$ cat config.mk
export PLATFORM = sky130hd
export DESIGN_NAME = irct_top
export DESIGN_NICKNAME = d
export VERILOG_FILES = /design/src/hdl/irct_pkg.sv /design/src/hdl/irct_top.sv /design/src/hdl/irct_ref_osc.sv /design/src/hdl/irct_apb_decode.sv
export VERILOG_INCLUDE_DIRS = /design/src /design/src/hdl
export SDC_FILE = /design/constraint.sdc
export NUM_CORES = 1
export LEC_CHECK = 0
export ABC_AREA = 1
export BUFFER_PORTS_ARGS = -buffer_cell sky130_fd_sc_hd__clkbuf_2
export CAP_MARGIN = 20
export CORE_MARGIN = 2
export CORE_UTILIZATION = 51
export DETAILED_ROUTE_END_ITERATION = 16
export PLACE_DENSITY = 0.85
export SYNTH_ARGS = -nofsm -noshare
export SYNTH_HDL_FRONTEND = slang
export SYNTH_HIERARCHICAL = 1
export SYNTH_SLANG_ARGS = --single-unit
$ cat constraint.sdc
create_clock -name pclk -period 3.9 [get_ports pclk]
set_clock_uncertainty 0.2 [all_clocks]
set_input_delay 0.39 -clock pclk [delete_from_list [all_inputs] [get_ports pclk]]
set_output_delay 0.39 -clock pclk [all_outputs]
set_load 0.02 [all_outputs]
$ cat src/hdl/irct_defs.svh
// Register indices, field positions, reset values and timing constants for the reference trim block
`ifndef IRCT_DEFS_SVH
`define IRCT_DEFS_SVH

// Register indices; byte address is four times the index
`define IRCT_IDX_REF_SELECT 10'h001
`define IRCT_IDX_SLOW_TRIM 10'h002
`define IRCT_IDX_RANGE_TRIM 10'h003
`define IRCT_IDX_STATUS 10'h004

// Fields of oscillator_range_and_fine_trim
`define IRCT_C4_DCO_MAX_32K_SELECT_BIT 7
`define IRCT_C4_RANGE_HI 6
`define IRCT_C4_RANGE_LO 5
`define IRCT_C4_FAST_HI 4
`define IRCT_C4_FAST_LO 1
`define IRCT_C4_FINE_BIT 0

// Fields of ref_select and status
`define IRCT_SEL_BIT 0
`define IRCT_STAT_ACTIVE_BIT 0
`define IRCT_STAT_LOADED_BIT 1
`define IRCT_STAT_REQ_BIT 2

// Reset values of bus-writable controls
`define IRCT_RANGE_RESET 2'h0
`define IRCT_DCO_MAX_32K_SELECT_RESET 1'h0
`define IRCT_SEL_RESET 1'h0

// Nominal reference periods in ns and their base cycle counts at the bus clock rate
`define IRCT_CLK_PERIOD_NS 25
`define IRCT_SLOW_BASE_NS 25000
`define IRCT_FAST_BASE_NS 250
`define IRCT_SLOW_BASE_CYC (`IRCT_SLOW_BASE_NS / `IRCT_CLK_PERIOD_NS)
`define IRCT_FAST_BASE_CYC (`IRCT_FAST_BASE_NS / `IRCT_CLK_PERIOD_NS)

`endif

$ cat src/hdl/irct_pkg.sv
// Types shared by the reference trim block
package irct_pkg;

    // APB request as seen by the slave
    typedef struct packed {
        logic psel;
        logic penable;
        logic pwrite;
        logic [11:0] paddr;
        logic [31:0] pwdata;
    } irct_apb_req_t;

    // One-hot register decode
    typedef struct packed {
        logic ref_select;
        logic slow_trim;
        logic range_trim;
        logic status;
    } irct_reg_sel_t;

    // Control state held for the oscillators
    typedef struct packed {
        logic [7:0] slow_trim_code;
        logic slow_fine_trim_bit;
        logic [3:0] fast_trim_code;
        logic [1:0] osc_range_field;
        logic dco_max_32k_select;
        logic internal_ref_select;
    } irct_ctrl_t;

    // Factory load sequencing
    typedef enum logic [1:0] {
        IRCT_LD_WAIT = 2'b00,
        IRCT_LD_DONE = 2'b01
    } irct_load_state_t;

endpackage

$ cat src/hdl/irct_top.sv
// Internal reference clock trim registers and trimmed reference tick generators
`timescale 1ns/100ps
`default_nettype none
`include "irct_defs.svh"

module irct_top import irct_pkg::*; #(
    parameter int SLOW_CNT_W = 11,
    parameter int FAST_CNT_W = 5
) (
    input wire logic pclk, // Bus clock, 40 MHz
    input wire logic presetn, // Asynchronous reset, active low
    input wire logic psel, // APB select
    input wire logic penable, // APB enable
    input wire logic pwrite, // APB direction
    input wire logic [11:0] paddr, // APB byte address
    input wire logic [31:0] pwdata, // APB write data
    output logic [31:0] prdata, // APB read data
    output logic pready, // APB ready
    output logic pslverr, // APB error
    input wire logic [7:0] factory_slow_trim, // Factory slow trim code
    input wire logic factory_slow_fine, // Factory slow fine trim bit
    input wire logic [3:0] factory_fast_trim, // Factory fast trim code
    output logic slow_ref_tick, // Slow reference tick
    output logic fast_ref_tick, // Fast reference tick
    output logic int_ref_tick, // Selected reference tick
    output logic [1:0] osc_range_field, // Controlled oscillator range
    output logic dco_max_32k_select, // Narrow range for 32.768 kHz reference
    output logic internal_ref_select // Active reference, 0 slow, 1 fast
);

    irct_apb_req_t req;
    irct_reg_sel_t sel;
    logic wr_en;
    logic rd_setup;

    irct_ctrl_t ctrl;
    irct_ctrl_t next_ctrl;
    irct_load_state_t ld_state;
    irct_load_state_t next_ld_state;

    logic [31:0] next_prdata;
    logic next_int_ref_tick;
    logic next_internal_ref_select;
    logic [1:0] next_osc_range_field;
    logic next_dco_max_32k_select;
    logic osc_run;

    assign req = '{psel: psel, penable: penable, pwrite: pwrite, paddr: paddr, pwdata: pwdata};

    // Bus handshake and decode
    irct_apb_decode u_decode (
        .pclk(pclk),
        .presetn(presetn),
        .req(req),
        .sel(sel),
        .pready(pready),
        .pslverr(pslverr),
        .wr_en(wr_en),
        .rd_setup(rd_setup)
    );

    // Oscillators run once the factory trim has been taken
    assign osc_run = (ld_state == IRCT_LD_DONE);

    // Slow reference: nine-bit code, fine bit as least weight
    irct_ref_osc #(
        .CODE_W(9),
        .CNT_W(SLOW_CNT_W),
        .BASE_CYC(`IRCT_SLOW_BASE_CYC)
    ) u_slow_osc (
        .pclk(pclk),
        .presetn(presetn),
        .run(osc_run),
        .code({ctrl.slow_trim_code, ctrl.slow_fine_trim_bit}),
        .tick(slow_ref_tick)
    );

    // Fast reference trimmed by its own field
    irct_ref_osc #(
        .CODE_W(4),
        .CNT_W(FAST_CNT_W),
        .BASE_CYC(`IRCT_FAST_BASE_CYC)
    ) u_fast_osc (
        .pclk(pclk),
        .presetn(presetn),
        .run(osc_run),
        .code(ctrl.fast_trim_code),
        .tick(fast_ref_tick)
    );

    // Control state: factory load after reset release, then software writes
    always_comb begin
        next_ctrl = ctrl;
        next_ld_state = ld_state;
        unique case (ld_state)
            IRCT_LD_WAIT: begin
                next_ctrl.slow_trim_code = factory_slow_trim;
                next_ctrl.slow_fine_trim_bit = factory_slow_fine;
                next_ctrl.fast_trim_code = factory_fast_trim;
                next_ld_state = IRCT_LD_DONE;
            end
            IRCT_LD_DONE: begin
                if (wr_en && sel.slow_trim) begin
                    next_ctrl.slow_trim_code = pwdata[7:0];
                end
                if (wr_en && sel.range_trim) begin
                    next_ctrl.dco_max_32k_select = pwdata[`IRCT_C4_DCO_MAX_32K_SELECT_BIT];
                    next_ctrl.osc_range_field = pwdata[`IRCT_C4_RANGE_HI:`IRCT_C4_RANGE_LO];
                    next_ctrl.fast_trim_code = pwdata[`IRCT_C4_FAST_HI:`IRCT_C4_FAST_LO];
                    next_ctrl.slow_fine_trim_bit = pwdata[`IRCT_C4_FINE_BIT];
                end
                if (wr_en && sel.ref_select) begin
                    next_ctrl.internal_ref_select = pwdata[`IRCT_SEL_BIT];
                end
            end
            default: begin
                next_ld_state = IRCT_LD_WAIT;
            end
        endcase
    end

    // Control registers; trims reset to zero, then load from factory inputs
    always_ff @(posedge pclk or negedge presetn) begin
        if (!presetn) begin
            ld_state <= IRCT_LD_WAIT;
            ctrl.slow_trim_code <= '0;
            ctrl.slow_fine_trim_bit <= 1'b0;
            ctrl.fast_trim_code <= '0;
            ctrl.osc_range_field <= `IRCT_RANGE_RESET;
            ctrl.dco_max_32k_select <= `IRCT_DCO_MAX_32K_SELECT_RESET;
            ctrl.internal_ref_select <= `IRCT_SEL_RESET;
        end else begin
            ld_state <= next_ld_state;
            ctrl <= next_ctrl;
        end
    end

    // Source switch happens on a tick of the newly requested source, so no runt tick leaks out
    always_comb begin
        next_internal_ref_select = internal_ref_select;
        if (ctrl.internal_ref_select && fast_ref_tick) begin
            next_internal_ref_select = 1'b1;
        end else if (!ctrl.internal_ref_select && slow_ref_tick) begin
            next_internal_ref_select = 1'b0;
        end
        next_int_ref_tick = internal_ref_select ? fast_ref_tick : slow_ref_tick;
        next_osc_range_field = ctrl.osc_range_field;
        next_dco_max_32k_select = ctrl.dco_max_32k_select;
    end

    // Read data prepared in the setup cycle, held through the access cycle
    always_comb begin
        next_prdata = prdata;
        if (rd_setup) begin
            next_prdata = 32'h0000_0000;
            if (sel_now_slow(paddr)) begin
                next_prdata[7:0] = ctrl.slow_trim_code;
            end else if (sel_now_idx(paddr, `IRCT_IDX_RANGE_TRIM)) begin
                next_prdata[`IRCT_C4_DCO_MAX_32K_SELECT_BIT] = ctrl.dco_max_32k_select;
                next_prdata[`IRCT_C4_RANGE_HI:`IRCT_C4_RANGE_LO] = ctrl.osc_range_field;
                next_prdata[`IRCT_C4_FAST_HI:`IRCT_C4_FAST_LO] = ctrl.fast_trim_code;
                next_prdata[`IRCT_C4_FINE_BIT] = ctrl.slow_fine_trim_bit;
            end else if (sel_now_idx(paddr, `IRCT_IDX_REF_SELECT)) begin
                next_prdata[`IRCT_SEL_BIT] = ctrl.internal_ref_select;
            end else if (sel_now_idx(paddr, `IRCT_IDX_STATUS)) begin
                next_prdata[`IRCT_STAT_ACTIVE_BIT] = internal_ref_select;
                next_prdata[`IRCT_STAT_LOADED_BIT] = osc_run;
                next_prdata[`IRCT_STAT_REQ_BIT] = ctrl.internal_ref_select;
            end
        end
    end

    // Aligned word match against a register index
    function automatic logic sel_now_idx(input logic [11:0] addr, input logic [9:0] idx);
        return (addr[1:0] == 2'h0) && (addr[11:2] == idx);
    endfunction

    // Slow trim register match
    function automatic logic sel_now_slow(input logic [11:0] addr);
        return sel_now_idx(addr, `IRCT_IDX_SLOW_TRIM);
    endfunction

    // Output registers
    always_ff @(posedge pclk or negedge presetn) begin
        if (!presetn) begin
            prdata <= 32'h0000_0000;
            int_ref_tick <= 1'b0;
            internal_ref_select <= `IRCT_SEL_RESET;
            osc_range_field <= `IRCT_RANGE_RESET;
            dco_max_32k_select <= `IRCT_DCO_MAX_32K_SELECT_RESET;
        end else begin
            prdata <= next_prdata;
            int_ref_tick <= next_int_ref_tick;
            internal_ref_select <= next_internal_ref_select;
            osc_range_field <= next_osc_range_field;
            dco_max_32k_select <= next_dco_max_32k_select;
        end
    end

endmodule

`default_nettype wire

$ cat src/hdl/irct_ref_osc.sv
// Trimmed period generator: emits a one-cycle tick every base-plus-code cycles
`timescale 1ns/100ps
`default_nettype none

module irct_ref_osc import irct_pkg::*; #(
    parameter int CODE_W = 9,
    parameter int CNT_W = 12,
    parameter int BASE_CYC = 1000
) (
    input wire logic pclk, // Bus clock
    input wire logic presetn, // Asynchronous reset, active low
    input wire logic run, // Oscillator running
    input wire logic [CODE_W-1:0] code, // Binary weighted trim code
    output logic tick // One-cycle pulse per period
);

    logic [CNT_W-1:0] cnt;
    logic [CNT_W-1:0] next_cnt;
    logic next_tick;
    logic [CNT_W-1:0] last;

    // Larger code gives a longer period, each code bit doubling its weight
    always_comb begin
        last = CNT_W'(BASE_CYC - 1) + CNT_W'(code);
        next_cnt = cnt;
        next_tick = 1'b0;
        if (!run) begin
            next_cnt = '0;
        end else if (cnt >= last) begin
            next_cnt = '0;
            next_tick = 1'b1;
        end else begin
            next_cnt = cnt + CNT_W'(1);
        end
    end

    // Counter registers
    always_ff @(posedge pclk or negedge presetn) begin
        if (!presetn) begin
            cnt <= '0;
            tick <= 1'b0;
        end else begin
            cnt <= next_cnt;
            tick <= next_tick;
        end
    end

endmodule

`default_nettype wire

$ cat src/hdl/irct_apb_decode.sv
// APB slave handshake: address decode, no wait states, error on unmapped addresses
`timescale 1ns/100ps
`default_nettype none
`include "irct_defs.svh"

module irct_apb_decode import irct_pkg::*; (
    input wire logic pclk, // Bus clock
    input wire logic presetn, // Asynchronous reset, active low
    input wire irct_apb_req_t req, // APB request
    output irct_reg_sel_t sel, // Decoded register, held through access
    output logic pready, // Ready, high in the access cycle
    output logic pslverr, // Error for unmapped address
    output logic wr_en, // Write takes effect this edge
    output logic rd_setup // Setup cycle of a read
);

    irct_reg_sel_t next_sel;
    logic next_pready;
    logic next_pslverr;
    logic setup;

    // Word index decode, aligned words only
    function automatic irct_reg_sel_t decode(input logic [11:0] addr);
        irct_reg_sel_t s;
        s = '0;
        if (addr[1:0] == 2'h0) begin
            s.ref_select = (addr[11:2] == `IRCT_IDX_REF_SELECT);
            s.slow_trim = (addr[11:2] == `IRCT_IDX_SLOW_TRIM);
            s.range_trim = (addr[11:2] == `IRCT_IDX_RANGE_TRIM);
            s.status = (addr[11:2] == `IRCT_IDX_STATUS);
        end
        return s;
    endfunction

    // Ready and error are prepared in the setup cycle
    always_comb begin
        setup = req.psel && !req.penable;
        next_sel = setup ? decode(req.paddr) : sel;
        next_pready = setup;
        next_pslverr = setup && (decode(req.paddr) == '0);
        wr_en = req.psel && req.penable && pready && req.pwrite && !pslverr;
        rd_setup = setup && !req.pwrite;
    end

    // Handshake registers
    always_ff @(posedge pclk or negedge presetn) begin
        if (!presetn) begin
            sel <= '0;
            pready <= 1'b0;
            pslverr <= 1'b0;
        end else begin
            sel <= next_sel;
            pready <= next_pready;
            pslverr <= next_pslverr;
        end
    end

endmodule

`default_nettype wire

* Word-level counts from Yosys, hierarchy flattened
Cells that the tools add are included.
Word-level totals: flip-flop bits (word level) 55, input port bits 62, logic and storage cells 85
Operators by class: add/subtract/negate cells 4, order comparisons 2, equal/unequal tests 7, mux-type cells 22, reductions and logical operators 29
Operator list (number):
- one-hot mux 13 bit (2 select lines) | 1
- two-way mux 8 bit | 3
- two-way mux 11 bit | 2
- equality test 10 x 2 -> 1 bit, second input constant | 2
- logical AND 1 bit | 16
- two-way mux 5 bit | 3
- adder 10 x 9 -> 11 bit, first input constant | 1
- adder 11 x 1 -> 11 bit, second input constant | 1
- >= comparator 11 bit | 1
- equality test 10 x 1 -> 1 bit, second input constant | 1
- equality test 10 x 3 -> 1 bit, second input constant | 1
- two-way mux 1 bit | 8
- AND reduction 2 bit | 4
- two-way mux 3 bit | 2
- adder 4 x 4 -> 5 bit, first input constant | 1
- adder 5 x 1 -> 5 bit, second input constant | 1
- >= comparator 5 bit | 1
- zero test 1 bit | 4
- zero test 2 bit | 2
- zero test 4 bit | 1
- two-way mux 4 bit | 1
- inequality test 2 bit, second input constant | 2
- one-hot mux 2 bit (2 select lines) | 1
- nonzero test 2 bit | 2
- other kinds (2) | 2

* Longest topological paths before layout
depth in word-level cells 7, mapped depth 17, gate-level depth less buffers 16

* Cells and area by module
Netlist, hierarchy kept.
By module, submodules not included:
- irct_top | instances 1, cells an instance 201, area an instance 1647.8 µm², seq. area each 775.7 µm²
- irct_ref_osc (u_slow_osc) | instances 1, cells an instance 126, area an instance 1018.5 µm², seq. area each 300.3 µm²
- irct_ref_osc (u_fast_osc) | instances 1, cells an instance 61, area an instance 457.9 µm², seq. area each 150.1 µm²
- irct_apb_decode | instances 1, cells an instance 49, area an instance 359.1 µm², seq. area each 150.1 µm²

* Worst setup path before layout
No wires, ideal clock.
path type reg-to-reg, start register ctrl[8] in the netlist's numbering, end register u_slow_osc.cnt[0], library setup time 69 ps, arrival 2076 ps, required time 3631 ps, path slack 1555 ps, cell stages (with the launch flop) 16, path buffers 1, period minus slack after synthesis 2345 ps, cells stage by stage dfrtp_1 inv_1 ha_1 a21oi_1 nand2_1 nand4_1 xor2_1 ha_1 nand2_1 nor2_4 nand2_1 nor2_1 nor2_1 nand3_2 buf_6 nor2_2
Between the ends: cells in the longest elaborated chain, start to end 4
Ends and longest elaborated chain:
- from (decl) | line irct_top.sv:36 | irct_ctrl_t ctrl;
- from (signal assigned) | line irct_top.sv:134 | ctrl <= next_ctrl;
- adder 10 x 9 -> 11 bit | line irct_ref_osc.sv:24 | last = CNT_W'(BASE_CYC - 1) + CNT_W'(code);
- >= comparator 11 bit | line irct_ref_osc.sv:29 | end else if (cnt >= last) begin
- two-way mux 11 bit | line irct_ref_osc.sv:29
- two-way mux 11 bit | line irct_ref_osc.sv:27 | if (!run) begin
- net u_slow_osc.next_cnt[0] | line irct_ref_osc.sv:18 | logic [CNT_W-1:0] next_cnt;
- to (signal assigned) | line irct_ref_osc.sv:43 | cnt <= next_cnt;
- to (decl) | line irct_ref_osc.sv:17 | logic [CNT_W-1:0] cnt;
The timed path passes the listed nets, and every way through them passes these cells. A chain may end at the register's enable or synchronous reset.

* Final worst setup path
start register ctrl[8] in the netlist's numbering, end register u_slow_osc.cnt[1]
The elaborated chain is that of the path after synthesis.

==> impl_metrics.toml <==
[outcome]
status = "complete, no violations"

[critical_path]
crit_type = "register to register"
end_kind = "register"
rr_worst_depth = 14
worstReg2RegEnd = "u_slow_osc/cnt[1]"
crit_end = "u_slow_osc/cnt[1]"
critical_path_arrival_ns = 2.84
critical_path_required_ns = 3.92
regToRegSetupSlack_ns = 1.09
cp_max_fo = 11
startpoint = "ctrl[8]"
critPathLaunchType = "register"
reg2reg_from = "ctrl[8]"

[placed_design]
gp_routability_congestion = 0.869
postPlaceCellArea_mm2 = 0.00370
dp.cells = 560
dp_hpwl_mm = 5.73
port_buffers = 54

[drt]
routed-via-count = 2937
drt_iter0_drc = 130
drt-total-wl_mm = 7.33
vias_per_cell = 5.17
wl_per_cell_um = 12.9
ant_nets = 0
drc = 0
dr.pass1.iters = 4

[clock_tree]
clock-root-buffer = "clkbuf_8"
clk_latency_ns = 0.31
post_cts_buffers = 0
htree_num_levels = 2
cts_buffer_depth = 2
numCtsBuffers = 5
clkSinkCount = 54
cts_tree = "built"
clk_pin_slew_ns = 0.10

[sta]
fin_crit_ns = 2.81
setup-tns-final_ns = 0
setup_viol = 0
finalMaxSlewViolations = 0
period_share_pct = 72.1
slew-limit-headroom_pct = 36.5
worstMarginPinSlew_ns = 0.949
finalHoldViolCount = 0
rsz0062_at_grt = "no"
clock.fmax_mhz = 356

[cells_and_area]
final_nets = 573
syn2layout_area_growth_pct = 10.7
drive_gt1_share_pct = 21.6
antenna_cells = 0
fin_cells = 568
fin_area_mm2 = 0.00382
n_fill_cell = 592

[pwr]
vdd_drop_max_v = 0.000238
power_uw = 1290
static-leakage-power_uw = 0.00201
p_per_area_mw_per_mm2 = 338

[grt]
grt_first_pass_wirelength_mm = 12.3
grtUsageTotal_pct = 20.6
gr-total-overflow = 0
antenna_found_initial = 0
grt_pass1_vias = 2810
grt_max_degree = 38

[die]
dieArea_mm2 = 0.00743
die_h_um = 86.2
io_pins = 103
fp.coreArea_mm2 = 0.00646
initial_core_util_pct = 53.4
fp.dieW_um = 86.2
num_rows = 29

[logic_synthesis]
yosysWarnings = 6
post_synth_instance_area_mm2 = 0.00345
synth_cells = 433
syn_avg_cell_area_um2 = 7.96

[min_path]
min_path_type = "primary input to register"

[job]
maxCapViolCount = 0
what timing repair did:
item / CTS / global route
gates resized for setup: 0 / 0
endpoints found under the hold margin: 17 / 0
hold buffers: 1 / 0
worst min-delay path by stage:
stage	start	slack (ns)	cells after the start	endpoint
after global placement	presetn	0.14	1	u_slow_osc/cnt[9]
after detailed placement	presetn	0.15	1	u_slow_osc/cnt[9]
after CTS	penable	0.09	2	u_decode/pready
after floorplan	presetn	-0.11	0	ctrl[0]
after global routing	penable	0.09	2	u_decode/pready
final	penable	0.09	2	u_decode/pready
cells in the final DEF, fill, tap and decap left out, types with 2 or more instances in the layout:
| cell | count |
|---|---|
| a31oi_1 | 8 |
| nand2_1 | 95 |
| nor2_2 | 15 |
| ha_1 | 20 |
| nand3_1 | 34 |
| clkbuf_8 | 5 |
| o211ai_1 | 5 |
| clkbuf_2 | 54 |
| o21ai_0 | 6 |
| nor2_1 | 47 |
| a22oi_1 | 3 |
| a21oi_2 | 2 |
| nor2_4 | 6 |
| nor3_2 | 2 |
| a21oi_1 | 5 |
| nand3_2 | 5 |
| xor2_1 | 10 |
| dfrtp_1 | 54 |
| inv_2 | 6 |
| o21ai_1 | 5 |
| buf_4 | 2 |
| xnor2_1 | 6 |
| nand4_1 | 11 |
| inv_1 | 46 |
| conb_1 | 25 |
| nand2_2 | 6 |
where the power goes:
part	leakage (µW)	switching [µW]	internal, µW	total (µW)
clock network	0.0000542	181	189	370
logic	0.00125	181	97.4	279
registers	0.000704	42.4	598	640
critical path, cell delays in order, from the launching register on:
cell and delay (ns):
dfrtp_1 0.40, inv_1 0.09, ha_1 0.23, a21oi_1 0.23, nand2_1 0.11, nand4_1 0.13
xor2_1 0.18, ha_1 0.26, nand2_1 0.10, nor2_4 0.04, nand2_1 0.05, nor2_1 0.03
nor2_1 0.15, nand3_2 0.33, nor2_2 0.18
state kept, by name, indices dropped and copies added, names as in the netlist, 2 cells and up:
signal,flops
next_osc_range_field,2
osc_range_field,2
u_fast_osc/cnt,5
u_decode/sel,3
prdata,8
ctrl,14
u_slow_osc/cnt,11
area by class of cell:
| class | instances | area [µm²] | area share (%) |
|---|---|---|---|
| clock buffer | 5 | 68.8 | 1.80 |
| clock inverter | 2 | 38.8 | 1.02 |
| inverter | 52 | 195 | 5.11 |
| multi-input combinational | 321 | 1770 | 46.4 |
| sequential | 54 | 1350 | 35.4 |
| tap | 77 | 96.3 | 2.52 |
| timing repair buffer | 57 | 295 | 7.74 |
routing by layer:
| layer | track usage (%) | vias to the layer above | wire (µm) |
|---|---|---|---|
| met4 | 4.83 | 0 | 91 |
| met2 | 35.0 | 93 | 3550 |
| met1 | 27.9 | 1387 | 3250 |
| li1 | - | 1448 | - |
| met5 | 0 | - | 0 |
| met3 | 3.14 | 9 | 441 |
per-stage QoR:
stage	setup WS, ns	util [%]	hold WS, ns
4_1_cts	1.09	59.1	0.0851
6_report	1.09	59.1	0.0887
2_1_floorplan	1.55	-	-0.106
5_1_grt	0.830	59.1	0.0899
3_5_place_dp	1.13	57.3	0.150
3_3_place_gp	1.22	57.3	0.144
Power figures use the tool's default switching activity.
